==> config.mk <==
export PLATFORM = sky130hd
export DESIGN_NAME = board_strap_config_decode
export DESIGN_NICKNAME = d
export VERILOG_FILES = /design/src/rtl/strap_cfg_pkg.sv /design/src/rtl/board_strap_config_decode.sv /design/src/rtl/timer_stage.sv
export SDC_FILE = /design/constraint.sdc
export NUM_CORES = 1
export LEC_CHECK = 0
export BUFFER_PORTS_ARGS = -buffer_cell sky130_fd_sc_hd__buf_2
export CAP_MARGIN = 20
export CORE_ASPECT_RATIO = 1.1
export CORE_MARGIN = 8
export CORE_UTILIZATION = 45
export DETAILED_ROUTE_END_ITERATION = 10
export PLACE_DENSITY = 0.72
export SKIP_CTS_REPAIR_TIMING = 1
export SYNTH_ARGS = -nofsm -noshare
export SYNTH_HDL_FRONTEND = slang
export SYNTH_HIERARCHICAL = 1
export SYNTH_SLANG_ARGS = --single-unit
==> constraint.sdc <==
create_clock -name clk_i -period 3.8 [get_ports clk_i]
set_input_delay 0.38 -clock clk_i [delete_from_list [all_inputs] [get_ports clk_i]]
set_output_delay 0.38 -clock clk_i [all_outputs]
set_load 0.05 [all_outputs]
==> src/rtl/strap_cfg_pkg.sv <==
package strap_cfg_pkg;
  // strap fields: a fitted strap reads as zero
  localparam int BASE_W = 8;
  localparam int SCAN_LEN_W = 7;
  localparam int CHAN_W = 6;
  localparam int STAGE_W = 16;
  localparam int STAGES = 3;
  localparam int CFG_STRAP_W = 5;
  localparam int REG_W = 16;
  localparam int ADDR_BLOCK_LSB = 8;
  localparam int ADDR_BLOCK_MSB = 15;
  localparam int ADDR_W = 16;
  localparam int SUB_W = 8;
  // on-board offset of the readback register inside the block
  localparam logic [SUB_W-1:0] CFG_READBACK_OFFSET = 8'h0E;
  // fixed upper bits of the readback register
  localparam logic [REG_W-CFG_STRAP_W-1:0] CFG_FIXED_BITS = 11'h000;
  localparam logic [REG_W-1:0] BUS_IDLE_DATA = 16'h0000;
  // address modifier codes for short I/O
  localparam logic [5:0] AM_SHORT_SUPER = 6'h2D;
  localparam logic [5:0] AM_SHORT_NONPRIV = 6'h29;
  localparam logic [CHAN_W-1:0] CHAN_ZERO = 6'h00;
  localparam logic [SCAN_LEN_W-1:0] SCAN_ONE = 7'h01;
  localparam logic [STAGE_W-1:0] STAGE_ZERO = 16'h0000;
  // timer chain strap index per chain length
  localparam int CHAIN_16 = 2;
  localparam int CHAIN_32 = 1;
  localparam int CHAIN_48 = 0;
  typedef enum logic [1:0] {
    MODE_SINGLE,
    MODE_SCAN_ONCE,
    MODE_SCAN_CONTINUOUS
  } op_mode_e;
endpackage

==> src/rtl/board_strap_config_decode.sv <==
// Function
// - access-mode straps pick accepted privilege levels
// - select when A15..A08 match base straps
// - board fills one 256-byte short block
// - low trigger starts conversion or scan
// - trigger ignored unless enabled and strapped
// - trigger-ready output follows enable bit
// - three 16-bit stages, strap picks start
// - scan from channel zero; scan-once stops at length, continuous restarts
// - scan length from seven inverted straps
// - length sixty-four covers channels 0..63
// - bit 4 shows polarity strap
// - bit 3 shows range strap
// - bits 2..0 show gain straps
// - fitted strap reads zero, rest fixed
`timescale 1ns/10ps
`default_nettype none
module board_strap_config_decode
  import strap_cfg_pkg::*;
(
  // clock and reset
  input wire logic clk_i,
  input wire logic rst_i,
  // bus slave cycle
  input wire logic [ADDR_W-1:0] bus_addr_i,
  input wire logic [5:0] bus_am_i,
  input wire logic bus_strobe_i,
  input wire logic bus_read_i,
  output logic board_select_o,
  output logic [SUB_W-1:0] sub_addr_o,
  output logic [REG_W-1:0] read_data_o,
  output logic read_valid_o,
  // straps, high means open
  input wire logic [BASE_W-1:0] base_address_strap_field_i,
  input wire logic either_access_strap_i,
  input wire logic nonpriv_access_strap_i,
  input wire logic [SCAN_LEN_W-1:0] scan_length_strap_field_i,
  input wire logic [STAGES-1:0] timer_chain_strap_field_i,
  input wire logic [CFG_STRAP_W-1:0] config_readback_strap_field_i,
  input wire logic trigger_input_strap_i,
  // control from the control register, done strobe from the converter
  input wire logic ext_trigger_enable_i,
  input wire op_mode_e op_mode_i,
  input wire logic soft_start_i,
  input wire logic timer_load_i,
  input wire logic [STAGE_W-1:0] timer_reload_i [STAGES],
  input wire logic conv_done_i,
  // external trigger link
  input wire logic ext_trigger_n_i,
  output logic trigger_ready_out_o,
  // converter sequencing
  output logic conv_start_o,
  output logic [CHAN_W-1:0] channel_o,
  output logic scan_active_o,
  output logic scan_done_o
);
  logic am_ok;
  logic selected;
  logic trig_armed;
  logic trig_prev_n;
  logic next_trig_prev_n;
  logic trig_fire;
  logic timer_fire;
  logic start_req;
  logic [STAGES-1:0] wraps;
  logic [STAGES-1:0] ticks;
  logic [SCAN_LEN_W-1:0] scan_len;
  logic [SCAN_LEN_W-1:0] done_cnt;
  logic [SCAN_LEN_W-1:0] next_done_cnt;
  logic [CHAN_W-1:0] channel;
  logic [CHAN_W-1:0] next_channel;
  logic busy;
  logic next_busy;
  logic scanning;
  logic next_scanning;
  logic conv_start;
  logic next_conv_start;
  logic scan_done;
  logic next_scan_done;
  logic [REG_W-1:0] rdata;
  logic [REG_W-1:0] next_rdata;
  logic rvalid;
  logic next_rvalid;

  // privilege filter; both straps fitted behaves as either
  always_comb
  begin
    am_ok = 1'b0;
    if (!either_access_strap_i)
    begin
      am_ok = (bus_am_i == AM_SHORT_SUPER) || (bus_am_i == AM_SHORT_NONPRIV);
    end
    else if (!nonpriv_access_strap_i)
    begin
      am_ok = (bus_am_i == AM_SHORT_NONPRIV);
    end
    else
    begin
      am_ok = (bus_am_i == AM_SHORT_SUPER);
    end
  end

  assign selected = bus_strobe_i && am_ok &&
    (bus_addr_i[ADDR_BLOCK_MSB:ADDR_BLOCK_LSB] == base_address_strap_field_i);
  assign board_select_o = selected;
  assign sub_addr_o = bus_addr_i[ADDR_BLOCK_LSB-1:0];

  // readback: fitted strap gives zero, straps wired straight through
  always_comb
  begin
    next_rdata = BUS_IDLE_DATA;
    next_rvalid = 1'b0;
    if (selected && bus_read_i)
    begin
      next_rvalid = 1'b1;
      if (sub_addr_o == CFG_READBACK_OFFSET)
      begin
        next_rdata = {CFG_FIXED_BITS, config_readback_strap_field_i};
      end
    end
  end

  // trigger path
  assign trig_armed = ext_trigger_enable_i && !trigger_input_strap_i;
  assign trigger_ready_out_o = ext_trigger_enable_i;
  // falling edge so a held-low trigger starts one run, not a stream
  assign trig_fire = trig_armed && trig_prev_n && !ext_trigger_n_i;
  always_comb
  begin
    next_trig_prev_n = ext_trigger_n_i;
  end

  // timer chain: stage k ticks on wrap of stage k-1
  genvar g;
  generate
    for (g = 0; g < STAGES; g++)
    begin : g_stage
      if (g == 0)
      begin : g_first
        assign ticks[g] = 1'b1;
      end
      else
      begin : g_rest
        assign ticks[g] = wraps[g-1];
      end
      timer_stage u_stage (
        .clk_i(clk_i),
        .rst_i(rst_i),
        .load_i(timer_load_i),
        .reload_i(timer_reload_i[g]),
        .tick_i(ticks[g]),
        .count_o(),
        .wrap_o(wraps[g])
      );
    end
  endgenerate

  // fitted chain strap picks the stage that starts conversions
  always_comb
  begin
    timer_fire = 1'b0;
    if (!timer_chain_strap_field_i[CHAIN_16])
    begin
      timer_fire = wraps[0];
    end
    else if (!timer_chain_strap_field_i[CHAIN_32])
    begin
      timer_fire = wraps[1];
    end
    else if (!timer_chain_strap_field_i[CHAIN_48])
    begin
      timer_fire = wraps[2];
    end
  end

  assign start_req = trig_fire || timer_fire || soft_start_i;
  assign scan_len = ~scan_length_strap_field_i;

  // sequencer; a zero length is treated as one channel
  always_comb
  begin
    next_channel = channel;
    next_done_cnt = done_cnt;
    next_busy = busy;
    next_scanning = scanning;
    next_conv_start = 1'b0;
    next_scan_done = 1'b0;
    if (!busy)
    begin
      if (start_req || (op_mode_i == MODE_SCAN_CONTINUOUS && !scanning))
      begin
        next_busy = 1'b1;
        next_conv_start = 1'b1;
        next_scanning = (op_mode_i != MODE_SINGLE);
        next_channel = (op_mode_i != MODE_SINGLE) ? CHAN_ZERO : channel;
        next_done_cnt = SCAN_ONE;
      end
    end
    else if (conv_done_i)
    begin
      if (!scanning)
      begin
        next_busy = 1'b0;
      end
      else if (done_cnt >= scan_len)
      begin
        next_scan_done = 1'b1;
        next_channel = CHAN_ZERO;
        if (op_mode_i == MODE_SCAN_CONTINUOUS)
        begin
          next_conv_start = 1'b1;
          next_done_cnt = SCAN_ONE;
        end
        else
        begin
          next_busy = 1'b0;
          next_scanning = 1'b0;
        end
      end
      else
      begin
        next_channel = channel + 6'h01;
        next_done_cnt = done_cnt + SCAN_ONE;
        next_conv_start = 1'b1;
      end
    end
  end

  always_ff @(posedge clk_i)
  begin
    if (rst_i)
    begin
      channel <= CHAN_ZERO;
      done_cnt <= '0;
      busy <= 1'b0;
      scanning <= 1'b0;
      conv_start <= 1'b0;
      scan_done <= 1'b0;
      rdata <= BUS_IDLE_DATA;
      rvalid <= 1'b0;
      trig_prev_n <= 1'b1;
    end
    else
    begin
      channel <= next_channel;
      done_cnt <= next_done_cnt;
      busy <= next_busy;
      scanning <= next_scanning;
      conv_start <= next_conv_start;
      scan_done <= next_scan_done;
      rdata <= next_rdata;
      rvalid <= next_rvalid;
      trig_prev_n <= next_trig_prev_n;
    end
  end

  assign conv_start_o = conv_start;
  assign channel_o = channel;
  assign scan_active_o = scanning;
  assign scan_done_o = scan_done;
  assign read_data_o = rdata;
  assign read_valid_o = rvalid;
endmodule
`default_nettype wire

==> src/rtl/timer_stage.sv <==
`timescale 1ns/10ps
`default_nettype none
module timer_stage
  import strap_cfg_pkg::*;
(
  // clock and reset
  input wire logic clk_i,
  input wire logic rst_i,
  // control
  input wire logic load_i,
  input wire logic [STAGE_W-1:0] reload_i,
  input wire logic tick_i,
  // status
  output logic [STAGE_W-1:0] count_o,
  output logic wrap_o
);
  logic [STAGE_W-1:0] count;
  logic [STAGE_W-1:0] next_count;
  logic wrap;
  logic next_wrap;

  // reload on reaching zero gives a period of reload+1 ticks
  always_comb
  begin
    next_count = count;
    next_wrap = 1'b0;
    if (load_i)
    begin
      next_count = reload_i;
    end
    else if (tick_i)
    begin
      if (count == STAGE_ZERO)
      begin
        next_count = reload_i;
        next_wrap = 1'b1;
      end
      else
      begin
        next_count = count - 16'h0001;
      end
    end
  end

  always_ff @(posedge clk_i)
  begin
    if (rst_i)
    begin
      count <= STAGE_ZERO;
      wrap <= 1'b0;
    end
    else
    begin
      count <= next_count;
      wrap <= next_wrap;
    end
  end

  assign count_o = count;
  assign wrap_o = wrap;
endmodule
`default_nettype wire
==> run metrics <==
Syn Inst Count 615; # nets final 844; CP Capture Point g_stage[2].u_stage/count_o[15]; Syn. warnings 6; Hold Path Class in -> reg; #FFs+latches synth 75; Critical Path Fanout Max 18; R2R Path Start g_stage[2].u_stage/count_o[0]; GRT overflow 0; worst path cell trace inv_1, ha_1, nor4b_1, a41o_1, nand2_1, o31a_1, o32ai_2; sequential element share of the synthesized area 29.3%; WP data required 4.05 ns; mapped cell area 0.00513 mm2; crit start category flop; Clock Tree Buf Depth 2; initial antenna violation count 0; FF-to-FF End g_stage[2].u_stage/count_o[15]; Max Fclk 0.419 GHz; Post-synth EDFFs 0; RSZ-0062 raised after global routing no; Via Count 5100; ratio of total power to cell area 394 mW/mm2; DRT Pass-1 Iters 5; die height 128 um; R2R Setup Slk 1.41 ns; initial core utilization 45.4%; Rows 41; final critical-path setup slack 1.41 ns; HPWL Detailed 10800 um; IO Count 143; Final Cycle Share 62.8%; Worst Reg-to-Reg Cells 7; Synth cell types 85; WP data arrival 2.63 ns; Async SR Flop Fraction 0%; status completed; slowest cell delay on critical path 0.64 ns; Worst-path clk slew 0.06 ns; ys flop type dfxtp_1; layout cells sized above 1 28.1%; drt initial violations 321; final antenna-violating net count 0; mean area per synthesized cell 8.34 um2; Max-Cap Viols 0; max-slew violations 0; number of global-route vias before repair 5044; total CTS buffers 9; GRT Util Overall 18.7%; core region area 0.0113 mm2; DRC 0; die width 118 um; critical path class reg -> reg; commonest non-fill, non-tap cell in the layout buf_2; P_leak 2.48 nW; GPL Wtd Cong 0.901; Post-DP Area 0.00574 mm2; Syn-to-layout area delta 18.3%; first-pass GRT wire length 23900 um; diode count 0; worst ir drop on vdd 0.000220 V; final instance area 0.00606 mm2; Fin. Hold Viols 0; H-tree levels 3; Die ar. 0.0151 mm2; Clock Skew 0.00617 ns; Sum Neg Setup Slack 0 ns; clk sinks 75; Worst setup startpoint g_stage[2].u_stage/count_o[0]; Final Setup Violations 0; port bufs 131; root buf cell clkbuf_16; most frequent cells in the layout buf_2 (131), dfxtp_1 (75), nor2_1 (64), nor3_1 (36), nand2_1 (35); pre-CTS WS 1.45 ns; WL final 14400 um; routed len/inst 16.4 um; clock latency on the worst-skew pair 0.33 ns; Critical-path top delay cell a41o_1; slew margin rel. 48.6%; pin count of the biggest net entering global routing 39; critical path capture point type flop; via/cell ratio 5.82; Worst Max-Slew Pin Slew 0.768 ns; min Tclk post-route 2.39 ns; CTS tree yes
## worst min-delay path by stage
stage | from | endpoint | slack, ns | cells after the start
after floorplan | g_stage[2].u_stage/count_o[0] | g_stage[2].u_stage/count_o[0] | 0.47 | 2
after global placement | channel_o[5] | channel_o[5] | 0.49 | 2
after detailed placement | channel_o[5] | channel_o[5] | 0.50 | 2
after CTS | timer_reload_i[13] | g_stage[2].u_stage/count_o[13] | 0.24 | 2
after global routing | timer_reload_i[11] | g_stage[2].u_stage/count_o[11] | 0.25 | 2
final | timer_reload_i[13] | g_stage[2].u_stage/count_o[13] | 0.25 | 2
## per-stage QoR
step / power, W / cells / hold slack, ns / utilization, %
after floorplan: 0.00133 / 625 / 0.465 / -
after global placement: 0.00144 / 861 / 0.486 / 50.8
after detailed placement: 0.00146 / 861 / 0.496 / 50.8
after CTS: 0.00240 / 877 / 0.239 / 53.7
after global routing: 0.00251 / 877 / 0.248 / 53.7
final: 0.00239 / 877 / 0.246 / 53.7
## state kept, by name, summed over array words and instances, names as in the netlist
register and flops:
g_stage.u_stage/count_o 48, done_cnt 7, channel_o 6, read_data_o 5, g_stage.u_stage/wrap_o 3, busy 1, conv_start_o 1, read_valid_o 1
scan_active_o 1, scan_done_o 1, trig_prev_n 1
## synthesized netlist by cell type, drive strengths merged (8+ instances only)
cell type | number | area, um2
and2 | 9 | 62.6
inv | 27 | 101
or2 | 8 | 50.1
o31ai | 8 | 87.6
nand2 | 35 | 131
nor4 | 17 | 170
and3 | 10 | 62.6
a211oi | 13 | 130
nand4 | 12 | 105
dfxtp | 75 | 1500
nor2 | 67 | 269
o21ai | 24 | 143
o211ai | 10 | 75.1
clkbuf | 16 | 60.1
nor3 | 38 | 200
xnor2 | 8 | 70.1
or3 | 12 | 87.6
a31oi | 16 | 100
nand3 | 25 | 130
ha | 15 | 188
a21oi | 25 | 125
buf | 30 | 219
## metal layers
| layer | share of wire (%) | GRT usage, % | vias up | wire [um] |
|---|---|---|---|---|
| met4 | 1.2 | 6.11 | 0 | 167 |
| met2 | 51 | 33.6 | 148 | 7360 |
| met1 | 43 | 21.6 | 2433 | 6250 |
| li1 | - | - | 2502 | - |
| met3 | 4.4 | 4.23 | 17 | 635 |
| met5 | 0 | 0 | - | 0 |
## area by class of cell
cell class / count / area [um2]
clock inverter: 5 / 75.1
inverter: 29 / 109
clock buffer: 11 / 253
sequential: 75 / 1500
fill: 1078 / 5220
tap: 150 / 188
multi-input combinational: 475 / 3270
timing repair buffer: 132 / 663
## cell families after synthesis
| group | after synthesis | share of synthesized area [%] |
|---|---|---|
| AND/OR/NAND/NOR | 268 | 30.4 |
| AO/OA/AOI/OAI | 162 | 25.7 |
| flip-flops | 75 | 29.3 |
| buffers and inverters | 75 | 7.57 |
| adder cells (fa/ha/maj) | 15 | 3.66 |
| XOR/XNOR | 12 | 2.05 |
| multiplexers | 6 | 1.17 |
| other | 2 | 0.147 |
## worst max-delay path, delay by kind of cell, from the launching register on
family	cells	cell delay, ns
AOI/OAI and AO/OA	3	0.97
adders and majority gates	1	0.20
buffers and inverters	1	0.09
DFF	1	0.34
and+or+nand+nor	2	0.69
## power by group
group / internal, W / switching, W / total [W]
clock network: 0.000607 / 0.000329 / 0.000936
logic: 0.000209 / 0.000340 / 0.000550
registers: 0.000834 / 0.0000676 / 0.000902
total: 0.00165 / 0.000737 / 0.00239
(Power assumes the default switching activity.)
